==> src/include/mem_host_cfg.svh <==
// constants of the reduced memory port host controller
`ifndef MEM_HOST_CFG_SVH
`define MEM_HOST_CFG_SVH
// ==========================================
// widths of the memory port fields
`define ID_W 4
`define LEN_W 4
`define DEF_ID 4'h0
`define REG_AW 5
// ==========================================
// software register offsets
`define OFS_CTRL 5'h00
`define OFS_ADDR 5'h04
`define OFS_WDATA 5'h08
`define OFS_WSTRB 5'h0c
`define OFS_STATUS 5'h10
`define OFS_RDATA 5'h14
`define OFS_RCOUNT 5'h18
// ==========================================
// control register fields
`define CTRL_GO_WR 0
`define CTRL_GO_RD 1
`define CTRL_AP 2
`define CTRL_ID_EN 3
`define CTRL_ID_LSB 4
`define CTRL_LEN_LSB 8
`define CTRL_W 12
`define CTRL_GO_MASK 12'h003
// ==========================================
// status register fields
`define SB_INIT 0
`define SB_WR_BUSY 1
`define SB_RD_BUSY 2
`define SB_WR_DONE 3
`define SB_RD_DONE 4
`define SB_LAST_ERR 5
`define SB_ID_ERR 6
`define SB_REFUSED 7
`define SB_RID_LSB 8
// ==========================================
// reset values and bus answers
`define CTRL_RST 12'h000
`define ADDR_RST 32'h0000_0000
`define WDATA_RST 32'h0000_0000
`define WSTRB_RST 4'hf
`define RCOUNT_RST 16'h0000
`define RESP_OKAY 2'b00
`define RESP_SLVERR 2'b10
`endif

==> src/include/mem_host_pkg.sv <==
// types of the reduced memory port host controller
`include "mem_host_cfg.svh"
package mem_host_pkg;
  typedef enum logic [1:0] {ST_IDLE = 2'b00, ST_ADDR = 2'b01, ST_DATA = 2'b11} chan_state_t;
  typedef logic [`ID_W-1:0] req_id_t;
  typedef logic [`LEN_W-1:0] burst_len_t;
endpackage : mem_host_pkg

==> src/verilog/burst_beats.sv <==
// beat counter of one burst, checks the device's last marker
module burst_beats #(
  parameter int LEN_W = 4
) (
  // clock and reset
  input wire logic aclk,
  input wire logic aresetn,
  // burst control
  input wire logic load,
  input wire logic [LEN_W-1:0] len,
  input wire logic beat,
  input wire logic last_in,
  // result
  output logic [LEN_W-1:0] count,
  output logic final_beat,
  output logic last_mismatch
);
  // ==========================================
  // elaboration check
  if (LEN_W < 1) begin : bad_len
    $error("LEN_W must be at least 1");
  end

  // ==========================================
  // counting
  always_ff @(posedge aclk) begin
    if (!aresetn) begin
      count <= '0;
    end else if (load) begin
      count <= '0;
    end else if (beat) begin
      count <= count + 1'b1;
    end
  end

  // a burst holds len plus one beats
  assign final_beat = (count == len);
  assign last_mismatch = beat && (last_in != final_beat);
endmodule : burst_beats

==> src/verilog/mem_port_host.sv <==
// host controller driving the reduced memory port from software registers
//
// Local design decisions: the register offsets and the AXI4-Lite interface to the registers.
`include "mem_host_cfg.svh"
module mem_port_host
  import mem_host_pkg::*;
#(
  parameter int ADDR_W = 28,
  parameter int DATA_W = 32
) (
  // clock and reset
  input wire logic aclk,
  input wire logic aresetn,
  // software register bus
  input wire logic [`REG_AW-1:0] awaddr,
  input wire logic awvalid,
  output logic awready,
  input wire logic [31:0] wdata,
  input wire logic [3:0] wstrb,
  input wire logic wvalid,
  output logic wready,
  output logic [1:0] bresp,
  output logic bvalid,
  input wire logic bready,
  input wire logic [`REG_AW-1:0] araddr,
  input wire logic arvalid,
  output logic arready,
  output logic [31:0] rdata,
  output logic [1:0] rresp,
  output logic rvalid,
  input wire logic rready,
  // device status
  input wire logic init_done,
  // write address channel
  output logic [ADDR_W-1:0] wr_addr,
  output logic wr_autoprecharge,
  output req_id_t wr_req_id,
  output burst_len_t wr_len,
  output logic wr_addr_valid,
  input wire logic wr_addr_ready,
  // read address channel
  output logic [ADDR_W-1:0] rd_addr,
  output logic rd_autoprecharge,
  output req_id_t rd_req_id,
  output burst_len_t rd_len,
  output logic rd_addr_valid,
  input wire logic rd_addr_ready,
  // write data channel
  output logic [DATA_W-1:0] wr_data,
  output logic [DATA_W/8-1:0] wr_strb,
  input wire logic wr_data_ready,
  input wire req_id_t wr_data_id_out,
  input wire logic wr_data_last,
  // read data channel
  input wire logic [DATA_W-1:0] rd_data,
  input wire req_id_t rd_data_id,
  input wire logic rd_data_last,
  input wire logic rd_data_valid
);
  // ==========================================
  // elaboration checks
  if (DATA_W != 32) begin : bad_data
    $error("DATA_W must be 32, one register word per beat");
  end
  if (ADDR_W < 1 || ADDR_W > 32) begin : bad_addr
    $error("ADDR_W must be 1 to 32");
  end

  // ==========================================
  // declarations
  chan_state_t wr_state, next_wr_state, rd_state, next_rd_state;
  logic aw_q, w_q;
  logic [`REG_AW-1:0] awaddr_q, wa;
  logic [31:0] wdata_q, wd, next_ctrl, rd_mux, status_word;
  logic [3:0] wstrb_q, ws;
  logic aw_take, w_take, do_wr, wr_hit, rd_hit;
  logic [`CTRL_W-1:0] ctrl_q;
  logic [31:0] addr_q, pattern_q, rdata_last;
  logic [3:0] strb_q;
  logic [15:0] rd_total;
  req_id_t last_rid;
  logic sel_ctrl, sel_addr, sel_wdata, sel_wstrb, sel_status;
  logic go_wr, go_rd, wr_start, rd_start;
  logic wr_beat, rd_beat, wr_final, rd_final, wr_last_bad, rd_last_bad;
  logic wr_done_q, rd_done_q, last_err_q, id_err_q, refused_q;
  logic last_err_set, id_err_set, refused_set;

  function automatic logic [31:0] merge(input logic [31:0] old, input logic [31:0] nw, input logic [3:0] be);
    for (int i = 0; i < 4; i++) begin
      merge[8*i +: 8] = be[i] ? nw[8*i +: 8] : old[8*i +: 8];
    end
  endfunction : merge

  // ==========================================
  // register bus: write side, address and data in either order
  assign awready = !aw_q && !bvalid;
  assign wready = !w_q && !bvalid;
  assign aw_take = awvalid && awready;
  assign w_take = wvalid && wready;
  assign do_wr = (aw_q || aw_take) && (w_q || w_take) && !bvalid;
  assign wa = aw_q ? awaddr_q : awaddr;
  assign wd = w_q ? wdata_q : wdata;
  assign ws = w_q ? wstrb_q : wstrb;
  assign sel_ctrl = do_wr && (wa == `OFS_CTRL);
  assign sel_addr = do_wr && (wa == `OFS_ADDR);
  assign sel_wdata = do_wr && (wa == `OFS_WDATA);
  assign sel_wstrb = do_wr && (wa == `OFS_WSTRB);
  assign sel_status = do_wr && (wa == `OFS_STATUS);
  assign wr_hit = (wa == `OFS_CTRL) || (wa == `OFS_ADDR) || (wa == `OFS_WDATA) || (wa == `OFS_WSTRB)
                  || (wa == `OFS_STATUS);

  always_ff @(posedge aclk) begin
    if (!aresetn) begin
      aw_q <= 1'b0;
      w_q <= 1'b0;
      awaddr_q <= '0;
      wdata_q <= '0;
      wstrb_q <= '0;
      bvalid <= 1'b0;
      bresp <= `RESP_OKAY;
    end else begin
      aw_q <= !do_wr && (aw_q || aw_take);
      w_q <= !do_wr && (w_q || w_take);
      if (aw_take) begin
        awaddr_q <= awaddr;
      end
      if (w_take) begin
        wdata_q <= wdata;
        wstrb_q <= wstrb;
      end
      if (do_wr) begin
        bvalid <= 1'b1;
        bresp <= wr_hit ? `RESP_OKAY : `RESP_SLVERR;
      end else if (bready) begin
        bvalid <= 1'b0;
      end
    end
  end

  // ==========================================
  // register bus: read side
  assign arready = !rvalid;
  assign status_word[`SB_INIT] = init_done;
  assign status_word[`SB_WR_BUSY] = (wr_state != ST_IDLE);
  assign status_word[`SB_RD_BUSY] = (rd_state != ST_IDLE);
  assign status_word[`SB_WR_DONE] = wr_done_q;
  assign status_word[`SB_RD_DONE] = rd_done_q;
  assign status_word[`SB_LAST_ERR] = last_err_q;
  assign status_word[`SB_ID_ERR] = id_err_q;
  assign status_word[`SB_REFUSED] = refused_q;
  assign status_word[`SB_RID_LSB +: `ID_W] = last_rid;
  assign status_word[31:`SB_RID_LSB+`ID_W] = '0;
  assign rd_hit = (araddr == `OFS_CTRL) || (araddr == `OFS_ADDR) || (araddr == `OFS_WDATA)
                  || (araddr == `OFS_WSTRB) || (araddr == `OFS_STATUS) || (araddr == `OFS_RDATA)
                  || (araddr == `OFS_RCOUNT);
  assign rd_mux = (araddr == `OFS_CTRL) ? {20'h00000, ctrl_q} :
                  (araddr == `OFS_ADDR) ? addr_q :
                  (araddr == `OFS_WDATA) ? pattern_q :
                  (araddr == `OFS_WSTRB) ? {28'h0000000, strb_q} :
                  (araddr == `OFS_STATUS) ? status_word :
                  (araddr == `OFS_RDATA) ? rdata_last :
                  (araddr == `OFS_RCOUNT) ? {16'h0000, rd_total} : 32'h0000_0000;

  always_ff @(posedge aclk) begin
    if (!aresetn) begin
      rvalid <= 1'b0;
      rdata <= '0;
      rresp <= `RESP_OKAY;
    end else if (arvalid && arready) begin
      rvalid <= 1'b1;
      rdata <= rd_mux;
      rresp <= rd_hit ? `RESP_OKAY : `RESP_SLVERR;
    end else if (rready) begin
      rvalid <= 1'b0;
    end
  end

  // ==========================================
  // software registers
  assign next_ctrl = merge({20'h00000, ctrl_q}, wd, ws);

  always_ff @(posedge aclk) begin
    if (!aresetn) begin
      ctrl_q <= `CTRL_RST;
      addr_q <= `ADDR_RST;
      pattern_q <= `WDATA_RST;
      strb_q <= `WSTRB_RST;
    end else begin
      if (sel_ctrl) begin
        ctrl_q <= next_ctrl[`CTRL_W-1:0] & ~`CTRL_GO_MASK;
      end
      if (sel_addr) begin
        addr_q <= merge(addr_q, wd, ws);
      end
      if (sel_wdata) begin
        pattern_q <= merge(pattern_q, wd, ws);
      end
      if (sel_wstrb && ws[0]) begin
        strb_q <= wd[3:0];
      end
    end
  end

  // ==========================================
  // request start; init_done shares aclk, so it needs no synchroniser
  assign go_wr = sel_ctrl && ws[0] && wd[`CTRL_GO_WR];
  assign go_rd = sel_ctrl && ws[0] && wd[`CTRL_GO_RD];
  assign wr_start = go_wr && init_done && (wr_state == ST_IDLE);
  assign rd_start = go_rd && init_done && (rd_state == ST_IDLE);
  assign refused_set = (go_wr && !wr_start) || (go_rd && !rd_start);

  // request fields stay frozen from start to the end of the burst
  always_ff @(posedge aclk) begin
    if (!aresetn) begin
      wr_addr <= '0;
      wr_autoprecharge <= 1'b0;
      wr_req_id <= `DEF_ID;
      wr_len <= '0;
      rd_addr <= '0;
      rd_autoprecharge <= 1'b0;
      rd_req_id <= `DEF_ID;
      rd_len <= '0;
    end else begin
      // flat address: the device splits it into row, bank and column and rounds at column ends
      // no size field is sent, the device works with its default burst size
      if (wr_start) begin
        wr_addr <= addr_q[ADDR_W-1:0];
        wr_autoprecharge <= next_ctrl[`CTRL_AP];
        wr_req_id <= next_ctrl[`CTRL_ID_EN] ? next_ctrl[`CTRL_ID_LSB +: `ID_W] : `DEF_ID;
        wr_len <= next_ctrl[`CTRL_LEN_LSB +: `LEN_W];
      end
      if (rd_start) begin
        rd_addr <= addr_q[ADDR_W-1:0];
        rd_autoprecharge <= next_ctrl[`CTRL_AP];
        rd_req_id <= next_ctrl[`CTRL_ID_EN] ? next_ctrl[`CTRL_ID_LSB +: `ID_W] : `DEF_ID;
        rd_len <= next_ctrl[`CTRL_LEN_LSB +: `LEN_W];
      end
    end
  end

  // ==========================================
  // channel state machines; data is counted only after the address is taken
  assign wr_addr_valid = (wr_state == ST_ADDR);
  assign rd_addr_valid = (rd_state == ST_ADDR);
  assign wr_beat = wr_data_ready && (wr_state == ST_DATA);
  assign rd_beat = rd_data_valid && (rd_state == ST_DATA);

  always_comb begin
    next_wr_state = wr_state;
    unique case (wr_state)
      ST_IDLE: next_wr_state = wr_start ? ST_ADDR : ST_IDLE;
      ST_ADDR: next_wr_state = wr_addr_ready ? ST_DATA : ST_ADDR;
      ST_DATA: next_wr_state = (wr_beat && wr_final) ? ST_IDLE : ST_DATA;
      default: next_wr_state = ST_IDLE;
    endcase
  end

  always_comb begin
    next_rd_state = rd_state;
    unique case (rd_state)
      ST_IDLE: next_rd_state = rd_start ? ST_ADDR : ST_IDLE;
      ST_ADDR: next_rd_state = rd_addr_ready ? ST_DATA : ST_ADDR;
      ST_DATA: next_rd_state = (rd_beat && rd_final) ? ST_IDLE : ST_DATA;
      default: next_rd_state = ST_IDLE;
    endcase
  end

  always_ff @(posedge aclk) begin
    if (!aresetn) begin
      wr_state <= ST_IDLE;
      rd_state <= ST_IDLE;
    end else begin
      wr_state <= next_wr_state;
      rd_state <= next_rd_state;
    end
  end

  burst_beats #(.LEN_W(`LEN_W)) u_wr_beats (
    .aclk(aclk),
    .aresetn(aresetn),
    .load(wr_start),
    .len(wr_len),
    .beat(wr_beat),
    .last_in(wr_data_last),
    .count(),
    .final_beat(wr_final),
    .last_mismatch(wr_last_bad)
  );

  burst_beats #(.LEN_W(`LEN_W)) u_rd_beats (
    .aclk(aclk),
    .aresetn(aresetn),
    .load(rd_start),
    .len(rd_len),
    .beat(rd_beat),
    .last_in(rd_data_last),
    .count(),
    .final_beat(rd_final),
    .last_mismatch(rd_last_bad)
  );

  // ==========================================
  // write beats: next data word is ready before the next ready; no write response exists
  always_ff @(posedge aclk) begin
    if (!aresetn) begin
      wr_data <= '0;
      wr_strb <= '0;
    end else if (wr_start) begin
      wr_data <= pattern_q;
      wr_strb <= strb_q;
    end else if (wr_beat) begin
      wr_data <= wr_data + 1'b1;
    end
  end

  // read beats are taken unconditionally, there is no way to stall them
  always_ff @(posedge aclk) begin
    if (!aresetn) begin
      rdata_last <= '0;
      last_rid <= `DEF_ID;
      rd_total <= `RCOUNT_RST;
    end else if (rd_beat) begin
      rdata_last <= rd_data;
      last_rid <= rd_data_id;
      rd_total <= rd_total + 16'h0001;
    end
  end

  // ==========================================
  // sticky status, write one to clear, a new event wins over the clear
  assign last_err_set = wr_last_bad || rd_last_bad || (wr_data_ready && wr_state != ST_DATA)
                        || (rd_data_valid && rd_state != ST_DATA);
  assign id_err_set = (wr_beat && wr_data_id_out != wr_req_id) || (rd_beat && rd_data_id != rd_req_id);

  always_ff @(posedge aclk) begin
    if (!aresetn) begin
      wr_done_q <= 1'b0;
      rd_done_q <= 1'b0;
      last_err_q <= 1'b0;
      id_err_q <= 1'b0;
      refused_q <= 1'b0;
    end else begin
      wr_done_q <= (wr_beat && wr_final) || (wr_done_q && !(sel_status && ws[0] && wd[`SB_WR_DONE]));
      rd_done_q <= (rd_beat && rd_final) || (rd_done_q && !(sel_status && ws[0] && wd[`SB_RD_DONE]));
      last_err_q <= last_err_set || (last_err_q && !(sel_status && ws[0] && wd[`SB_LAST_ERR]));
      id_err_q <= id_err_set || (id_err_q && !(sel_status && ws[0] && wd[`SB_ID_ERR]));
      refused_q <= refused_set || (refused_q && !(sel_status && ws[0] && wd[`SB_REFUSED]));
    end
  end
endmodule : mem_port_host

==> config.mk <==
export PLATFORM = sky130hd
export DESIGN_NAME = mem_port_host
export DESIGN_NICKNAME = d
export VERILOG_FILES = /design/src/include/mem_host_pkg.sv /design/src/verilog/burst_beats.sv /design/src/verilog/mem_port_host.sv
export VERILOG_INCLUDE_DIRS = /design/src /design/src/include
export SDC_FILE = /design/constraint.sdc
export NUM_CORES = 1
export LEC_CHECK = 0
export BUFFER_PORTS_ARGS = -buffer_cell sky130_fd_sc_hd__buf_2
export CELL_PAD_IN_SITES_DETAIL_PLACEMENT = 1
export CELL_PAD_IN_SITES_GLOBAL_PLACEMENT = 1
export CORE_MARGIN = 1
export CORE_UTILIZATION = 40
export DETAILED_ROUTE_END_ITERATION = 6
export GPL_TIMING_DRIVEN = 0
export PLACE_DENSITY = 0.82
export SYNTH_ARGS = -nofsm -noshare
export SYNTH_HDL_FRONTEND = slang
export SYNTH_SLANG_ARGS = --single-unit
export TNS_END_PERCENT = 5
==> constraint.sdc <==
create_clock -name aclk -period 5.4 [get_ports aclk]
set_input_delay 0.81 -clock aclk [delete_from_list [all_inputs] [get_ports aclk]]
set_output_delay 0.81 -clock aclk [all_outputs]
set_load 0.01 [all_outputs]
Word level (Yosys, flattened, before mapping)
Cells that the tools add are included.

operators by class
  add/sub/neg operators = 4
  equal/unequal tests = 22
  multiplexer cells = 29
  bitwise gates (word level) = 1
  reductions and logical operators = 98

operators with widths
  kind                   number
  $mux 32                9
  $logic_and 1x1->1      45
  $add 32x1->32 const B  1
  $logic_or 1x1->1       22
  $eq 5x4->1 const B     4
  $eq 5x5->1 const B     4
  $add 16x1->16 const B  1
  $mux 16                1
  $reduce_and 2->1       8
  $logic_not 1->1        12
  $mux 2                 6
  $mux 4                 3
  $pmux 2 s3             2
  $eq 5x3->1 const B     2
  $logic_not 5->1        2
  $reduce_bool 2->1      5
  $add 4x1->4 const B    2
  $eq 4x4->1             2
  $mux 8                 1
  $ne 4x4->1             2
  $mux 1                 6
  $mux 5                 1
  $eq 2x1->1 const B     2
  $eq 2x2->1 const B     2
  5 further kinds        9

word-level totals
  register bits = 338
  input port bits = 100
  logic and storage cells = 196

Longest topological paths before layout
Gate-level depths: netlist of the first run.

  depth after elaboration = 15
  mapped depth = 8
  gate-level depth less buffers = 5

Modules after synthesis
From an unflattened synthesis of the first run, not the netlist that was laid out.

second synthesis, totals
  cell total of the unflattened synthesis = 1656
  area, all modules = 14233.7 um2

by module, submodules not included
  module         instances  cells an instance  area each (um2)  sequential area each (um2)
  mem_port_host  1          1608               13760.7          6566.3
  burst_beats    2          24                 236.5            80.1

Least setup slack after synthesis of the first run
No wires, ideal clock.

  path kind = in2reg
  start = in awaddr[2]
  end = reg last_err_q
  setup time = 0.122 ns
  arrival time = 2.372 ns
  data required time = 5.278 ns
  slack = 2.905 ns
  stages on the path = 5
  path buffers = 0
  cell sequence = nor3_1 -> o21ai_1 -> or4_1 -> o211a_1 -> a311o_1

on the way
  word-level cells in the longest chain between the ends = 8

RTL lines
  element                          line                  RTL
  from (decl)                      mem_port_host.sv:15   input wire logic [`REG_AW-1:0] awaddr,
  $mux 5                           mem_port_host.sv:101  assign wa = aw_q ? awaddr_q : awaddr;
  $eq 5x5->1 (no line)             --
  $logic_and 1x1->1                mem_port_host.sv:108  assign sel_status = do_wr && (wa == `OFS_STATUS);
  $logic_and 1x1->1 (2 in series)  mem_port_host.sv:345  last_err_q <= last_err_set || (last_err_q && !(sel_status && ws[0] && wd[`SB_LAST_ERR]));
  $logic_not 1->1                  mem_port_host.sv:345
  $logic_and 1x1->1                mem_port_host.sv:345
  $logic_or 1x1->1                 mem_port_host.sv:345
  to (signal assigned)             mem_port_host.sv:345
  to (decl)                        mem_port_host.sv:85   logic wr_done_q, rd_done_q, last_err_q, id_err_q, refused_q;

Every way passes these cells.
A chain may end at the register's enable or synchronous reset.

Worst setup path in the final report of the first run
  start = in awaddr[4]
  end = reg wr_data[9]

on the way
  word-level cells in the longest chain between the ends = 8
  elaborated cells on any way between the ends = 9
  classes of those cells = mux (2); reduce/logical (7)

RTL lines
  element                                              line                  RTL
  $mux 5 *                                             mem_port_host.sv:101
  $logic_not 5->1 (no line) *                          --
  $logic_and 1x1->1 *                                  mem_port_host.sv:104  assign sel_ctrl = do_wr && (wa == `OFS_CTRL);
  $logic_and 1x1->1 * (2 in series)                    mem_port_host.sv:206  assign go_wr = sel_ctrl && ws[0] && wd[`CTRL_GO_WR];
  $logic_and 1x1->1 * (2 in series)                    mem_port_host.sv:208  assign wr_start = go_wr && init_done && (wr_state == ST_IDLE);
  $mux 32 / $reduce_bool 2->1 (equally long branches)  --
  to (signal assigned)                                 mem_port_host.sv:309  wr_data <= pattern_q;
  to (signal assigned)                                 mem_port_host.sv:312  wr_data <= wr_data + 1'b1;
  to (decl)                                            mem_port_host.sv:49   output logic [DATA_W-1:0] wr_data,

Mark *: on every way between the ends. The rest lies on a longest branch, timed or not.

==> results of run 1 <==
sequential cells by signal, indices dropped and copies added, names as in the netlist, 5 cells and up:
register	flops
wr_data	32
pattern_q	32
awaddr_q	5
addr_q	32
rd_addr	28
rdata	32
wr_addr	28
wdata_q	32
rd_total	16
rdata_last	32
ctrl_q	10
layer usage:
layer,vias up,part of all wire
met5,-,0
met4,0,0.032
met3,110,0.082
met2,620,0.46
met1,7037,0.42
li1,6477,-
power by group through the flow:
| stage | sequential, mW | clock, mW | combinational [mW] |
|---|---|---|---|
| after floorplan | 2.60 | 0 | 0.244 |
| after global placement | 2.61 | 0 | 0.415 |
| after detailed placement | 2.62 | 0 | 0.427 |
| after CTS | 2.56 | 2.73 | 0.432 |
| after global routing | 2.57 | 2.84 | 0.469 |
| final | 2.56 | 2.72 | 0.439 |
worst max-delay path, delay by kind of cell:
family | cells | cell delay, ns
AND/OR/NAND/NOR | 3 | 1.34
buffers and inverters | 3 | 0.84
AO/OA/AOI/OAI | 2 | 0.56
placed cells by master, fill, tap and decap left out, drive strengths merged, types with 21 or more instances in the layout:
master,synthesis,final
and3,21,21
xor2,27,27
clkbuf,92,153
dfxtp,336,336
nor3,24,24
nor2,168,168
o21ai,37,37
buf,32,279
mux2i,88,88
nand3,40,40
nand2,299,299
a22oi,24,24
a211oi,71,71
a21oi,161,161
a31oi,26,26
worst max path at each step:
| stage | startpoint | endpoint | cells past startpoint |
|---|---|---|---|
| after floorplan | awaddr[2] | last_err_q$_SDFF_PN0_ | 5 |
| after global placement | awaddr[4] | wr_data[9]$_SDFFE_PN0P_ | 8 |
| after detailed placement | awaddr[4] | wr_data[9]$_SDFFE_PN0P_ | 8 |
| after CTS | awaddr[4] | wr_data[9]$_SDFFE_PN0P_ | 8 |
| after global routing | wr_state[1]$_SDFF_PN0_ | wr_addr[22]$_SDFFE_PN0P_ | 7 |
| final | awaddr[4] | wr_data[9]$_SDFFE_PN0P_ | 8 |
area by class of cell:
cell class | count | area [um^2]
multi-input combinational | 1186 | 6892
buffer | 124 | 505.5
tap | 455 | 569.3
clock inverter | 7 | 128.9
clock buffer | 61 | 1179
fill | 4248 | 17410
timing repair buffer | 247 | 1236
sequential | 336 | 6726
inverter | 17 | 63.81
antenna | 1 | 2.502
cells by family after synthesis:
kind of cell / after synthesis / share of synthesized area
xor gates and xnor gates: 39 / 0.02408
adders and majority gates: 4 / 0.003529
buffers and inverters: 141 / 0.04014
AOI/OAI and AO/OA: 409 / 0.1867
muxes: 93 / 0.06607
DFF: 336 / 0.4742
other: 1 / 0.0002644
and+or+nand+nor: 639 / 0.2050
==> flow_summary.yaml, run 1 <==
run_status:
  run_status: "complete, no violations"
floorplan:
  io_pins: 253
  dieArea_um2: 36220
  start_util: 0.4086
  core_area_um2: 34710
  fp.dieW_um: 190.3
  rows: 68
  die_height_um: 190.3
placed_design:
  dpl.cell_count: 2365
  gp_congestion: 0.9501
  io_buffers: 247
  half_perimeter_wire_length_after_detailed_placement_um: 43950
  dpl_cell_area_um2: 15990
  detailedPlace.worstSlack_ns: 1.906
global_routing:
  grt_overflow_total: 0
  global_route_wire_length_before_repair_um: 86440
  grt_start_max_net_pins: 13
  grtUsageTotal: 0.3151
  met3_routing_resource_usage_after_global_routing: 0.05466
  met2_track_demand_over_resource_in_global_routing: 0.5151
  number_of_antenna_violations_at_the_first_check_in_global_routing: 0
  gr_layer_usage_met1: 0.4134
  gr-max-usage-layer: "met2"
  first_global_vias: 14438
drt:
  routed_wl_um: 57850
  drt-vias-per-instance: 5.852
  postRouteAntennaNets: 0
  drt_drc_violations_left: 0
  via_count: 14244
  routed_wire_length_per_instance_um: 23.77
  dr.first_iter.drc_count: 1204
  drt_pass1_iterations: 6
min_path:
  holdCritStartpoint: "rdata[24]$_SDFFE_PN0P_"
  hold_depth: 2
  hold_path.class: "reg2reg"
  whs_endpoint: "rdata[24]$_SDFFE_PN0P_"
logic_synthesis:
  syn-cell-area_um2: 14180
  yosysTopAreaCell: "sky130_fd_sc_hd__dfxtp_1"
  postSynthAreaPerCell_um2: 8.534
  top_post_synthesis_cells_by_area: "sky130_fd_sc_hd__dfxtp_1 (47%), sky130_fd_sc_hd__nand2_1 (7.9%), sky130_fd_sc_hd__mux2i_1 (6.2%)"
  postSynth.asyncResetShare: 0
  synth_largest_type_area_fraction: 0.4742
  postSynth.topFlopCell: "sky130_fd_sc_hd__dfxtp_1"
  synth_sequential_area_ratio: 0.4742
  post_synth_num_cell_types: 70
  ys_seq_elements: 336
  synthMostInstantiatedCell: "sky130_fd_sc_hd__dfxtp_1"
  synth_commonest_cells: "sky130_fd_sc_hd__dfxtp_1 (336), sky130_fd_sc_hd__nand2_1 (299), sky130_fd_sc_hd__nor2_1 (168), sky130_fd_sc_hd__a21oi_1 (161), sky130_fd_sc_hd__clkbuf_1 (92)"
  synth-warning-count: 0
  synth-edff-count: 0
  syn_inst: 1662
cts:
  tritoncts: "done"
  worst_setup_hold_path_clk_slew_ns: 0.06
  ctsLongestPathBuffers: 3
  clock-sinks: 336
  tritoncts.num_buffers: 38
  htree_levels: 2
  cts.repair.resized: 0
  post-cts-setup-buffers: 0
  number_of_hold_repair_buffers_added_at_the_cts_stage: 0
  clock-root-buffer: "sky130_fd_sc_hd__clkbuf_16"
  clock_latency_ns: 0.54
sta:
  final-max-slew-violation-count: 0
  final.setup_skew_ns: 0.01922
  final_setup_violations: 0
  max_clock_freq_ghz: 0.3210
  final.period_utilization: 0.5770
  worst_pin_slew_ns: 1.075
  timing.final.crit_period_ns: 3.116
  final_hold_viol_count: 0
  maxSlewHeadroom: 0.2836
  layout_setup_ws_ns: 2.284
  rsz0062_at_grt: "no"
  setup_tns_ns: 0
  whs_ns: 0.4478
pwr:
  pwr-share-comb: 0.077
  clockPowerShare: 0.475
  p_leak_nw: 6.602
  power_density_nw_per_um2: 330.6
  power.share.switching: 0.2484
  ir_drop_mv: 0.2035
  total_switching_power_mw: 1.421
  cellInternalPower_mw: 4.299
  p_total_mw: 5.720
  power.sequential.fraction: 0.448
critical_path:
  cp_data_arrival_time_ns: 3.56
  critical_path_peak_fanout: 10
  worst-endpoint-required_ns: 5.85
  ff2ff_setup_slack_ns: 2.31
  regToRegStartpoint: "wr_state[1]$_SDFF_PN0_"
  setup.worst_path.start_class: "primary input"
  timing.setup.critical_path_class: "in2reg"
  worst_r2r_endpoint: "wr_addr[22]$_SDFFE_PN0P_"
  slowest_stage: "sky130_fd_sc_hd__nor2_1"
  ff2ff_path_depth: 7
  critical_path.max_stage_delay_ns: 0.66
  timing.critical_path.cells: "buf_2 -> nor4_1 -> o211ai_1 -> buf_4 -> nor2_1 -> buf_2 -> nand4_1 -> o211ai_1"
  setup.worst_path.end_class: "flip-flop"
flow_run:
  maxCapViolCount: 0
final_layout:
  area_delta_synth_final_pct: 21.99
  drive_above_1_share: 0.1820
  non_filler_cells_final: 2434
  net_count_of_the_finished_layout: 2054
  finalCoreUtilization: 0.4985
  finish.instance_area_um2: 17300
(Power assumes the default switching activity.)
==> run 2, diff against run 1 <==
--- a/config.mk
+++ b/config.mk
@@ -10,7 +10,7 @@
 export CELL_PAD_IN_SITES_DETAIL_PLACEMENT = 1
 export CELL_PAD_IN_SITES_GLOBAL_PLACEMENT = 1
 export CORE_MARGIN = 1
-export CORE_UTILIZATION = 40
+export CORE_UTILIZATION = 38
 export DETAILED_ROUTE_END_ITERATION = 6
 export GPL_TIMING_DRIVEN = 0
 export PLACE_DENSITY = 0.82
==> constraint.sdc (replaced) <==
create_clock -name aclk -period 2.5 [get_ports aclk]
set_input_delay 0.375 -clock aclk [delete_from_list [all_inputs] [get_ports aclk]]
set_output_delay 0.375 -clock aclk [all_outputs]
set_load 0.01 [all_outputs]
==> run 2 against run 1 <==
Effect of this change: total power is 110% higher; worst hold slack worse by 0.41 ns; worst setup slack worse by 2.3 ns; critical endpoint is now wr_data[5]$_SDFFE_PN0P_; largest power group unchanged; highest routed layer is now met5.
==> flow_summary.yaml, run 2 (synthesis gave the netlist of run 1 again) <==
cts:
  clock-sinks: 336
  htree_levels: 2
  tritoncts: "done"
  ctsLongestPathBuffers: 3
  tritoncts.num_buffers: 37
  worst_setup_hold_path_clk_slew_ns: 0.06
  clock_latency_ns: 0.52
  clock-root-buffer: "sky130_fd_sc_hd__clkbuf_16"
  number_of_hold_repair_buffers_added_at_the_cts_stage: 0
drt:
  drt_pass1_iterations: 5
  drt_drc_violations_left: 0
  postRouteAntennaNets: 0
  routed_wire_length_per_instance_um: 23.49
  drt-vias-per-instance: 5.791
  via_count: 14158
  routed_wl_um: 57440
  dr.first_iter.drc_count: 1106
sta:
  worst_pin_slew_ns: 1.111
  final-max-slew-violation-count: 0
  final_setup_violations: 0
  final.period_utilization: 0.9921
  whs_ns: 0.03732
  final_hold_viol_count: 0
  final.setup_skew_ns: 0.01593
  rsz0062_at_grt: "yes"
  timing.final.crit_period_ns: 2.480
  max_clock_freq_ghz: 0.4032
  maxSlewHeadroom: 0.2591
global_routing:
  grtUsageTotal: 0.2945
  global_route_wire_length_before_repair_um: 86050
  number_of_antenna_violations_at_the_first_check_in_global_routing: 1
  grt_overflow_total: 0
  grt_start_max_net_pins: 15
  first_global_vias: 14203
floorplan:
  start_util: 0.3865
  io_pins: 253
  fp.dieW_um: 195.2
  dieArea_um2: 38100
  core_area_um2: 36700
  die_height_um: 195.2
  rows: 70
critical_path:
  ff2ff_setup_slack_ns: 0.02
  critical_path.max_stage_delay_ns: 0.50
  regToRegStartpoint: "wr_state[1]$_SDFF_PN0_"
  critPathLaunch: "wr_state[1]$_SDFF_PN0_"
  critical_path_peak_fanout: 10
  worst-endpoint-required_ns: 2.94
  timing.setup.critical_path_class: "reg2reg"
  slowest_stage: "sky130_fd_sc_hd__clkbuf_1"
  cp_data_arrival_time_ns: 2.92
  setup.worst_path.start_class: "flip-flop"
  ff2ff_path_depth: 7
  timing.critical_path.to: "wr_data[5]$_SDFFE_PN0P_"
  setup.worst_path.end_class: "flip-flop"
  timing.critical_path.cells: "nor2_2 -> and3_1 -> and3_1 -> clkbuf_2 -> clkbuf_1 -> nand3_1 -> nand3_1"
  worst_r2r_endpoint: "wr_data[5]$_SDFFE_PN0P_"
min_path:
  holdCritStartpoint: "rready"
  hold_path.class: "in2reg"
flow_run:
  maxCapViolCount: 0
final_layout:
  drive_above_1_share: 0.1908
  mostFrequentLayoutCell: "sky130_fd_sc_hd__dfxtp_1"
  area_delta_synth_final_pct: 22.35
  commonest_non_fill_non_tap_cells_in_the_layout: "sky130_fd_sc_hd__dfxtp_1 (334), sky130_fd_sc_hd__nand2_1 (299), sky130_fd_sc_hd__buf_2 (265), sky130_fd_sc_hd__nor2_1 (166), sky130_fd_sc_hd__a21oi_1 (161)"
  net_count_of_the_finished_layout: 2055
  finalCoreUtilization: 0.4729
pwr:
  p_leak_nw: 6.619
  p_total_mw: 12.17
  power_density_nw_per_um2: 701.0
  ir_drop_mv: 0.3752
run_status:
  run_status: "complete, no violations"
placed_design:
  half_perimeter_wire_length_after_detailed_placement_um: 43910
  io_buffers: 247
  gp_congestion: 0.9686
## run 2: cell count changes in the layout (fill, tap and decap cells not counted), sizes merged
cell	delta
inv	-1
clkinv	+4
clkbuf	-6
buf	+1
## run 2: layer usage
metal / track usage / routed length [um]
met1: 0.3911 / 24820
met3: 0.05043 / 4357
met2: 0.4854 / 26540
met4: 0.09332 / 1705
met5: 0 / 13
## run 2: metrics by stage
step           std cells  TNS, ns  setup slack (ns)  area, um^2
6_report            2445        0           0.01975       17350
3_3_place_gp        2378   -23.25           -0.3952       16010
2_1_floorplan       1663        0            0.4237       14190
3_5_place_dp        2378   -26.74           -0.4739       16010
5_1_grt             2444  -0.2261          -0.08833       17350
4_1_cts             2442        0          0.001180       17310
## run 2: power by group
group	internal [mW]	switching, mW	leakage [nW]
Clock	3.39	2.27	0.621
Combinational	0.296	0.660	3.28
Sequential	5.45	0.0940	2.72
Total	9.14	3.03	6.62
## run 2: cell type report
| cell class | instances | area (um^2) |
|---|---|---|
| repair buffers | 249 | 1251 |
| multi-input cells | 1186 | 6940 |
| inverters | 17 | 63.81 |
| plain buffers | 124 | 530.5 |
| fillers | 4438 | 19340 |
| well taps | 468 | 585.6 |
| flip-flops and latches | 336 | 6729 |
| diodes | 1 | 2.502 |
| clock inverters | 10 | 140.1 |
| clock buffers | 54 | 1111 |
## run 2: worst min-delay path by stage
| stage | endpoint | cells past startpoint |
|---|---|---|
| 2_1_floorplan | wdata_q[0]$_SDFFE_PN0P_ | 2 |
| 3_3_place_gp | wdata_q[3]$_SDFFE_PN0P_ | 2 |
| 3_5_place_dp | wr_addr[3]$_SDFFE_PN0P_ | 2 |
| 4_1_cts | rvalid$_SDFFE_PN0P_ | 2 |
| 5_1_grt | rvalid$_SDFFE_PN0P_ | 2 |
| 6_report | rvalid$_SDFFE_PN0P_ | 2 |
## run 2: repair_timing
item                       CTS  global route
buffers inserted             0             2
setup endpoints to repair  120           125
resized for setup           16            13
pin swaps                    0             4
## run 2: worst max-delay path, delay by kind of cell, from the launching register on
kind | cells | cell delay [ns]
AND/OR/NAND/NOR | 5 | 1.23
buffers and inverters | 2 | 0.80
flip-flops | 1 | 0.37
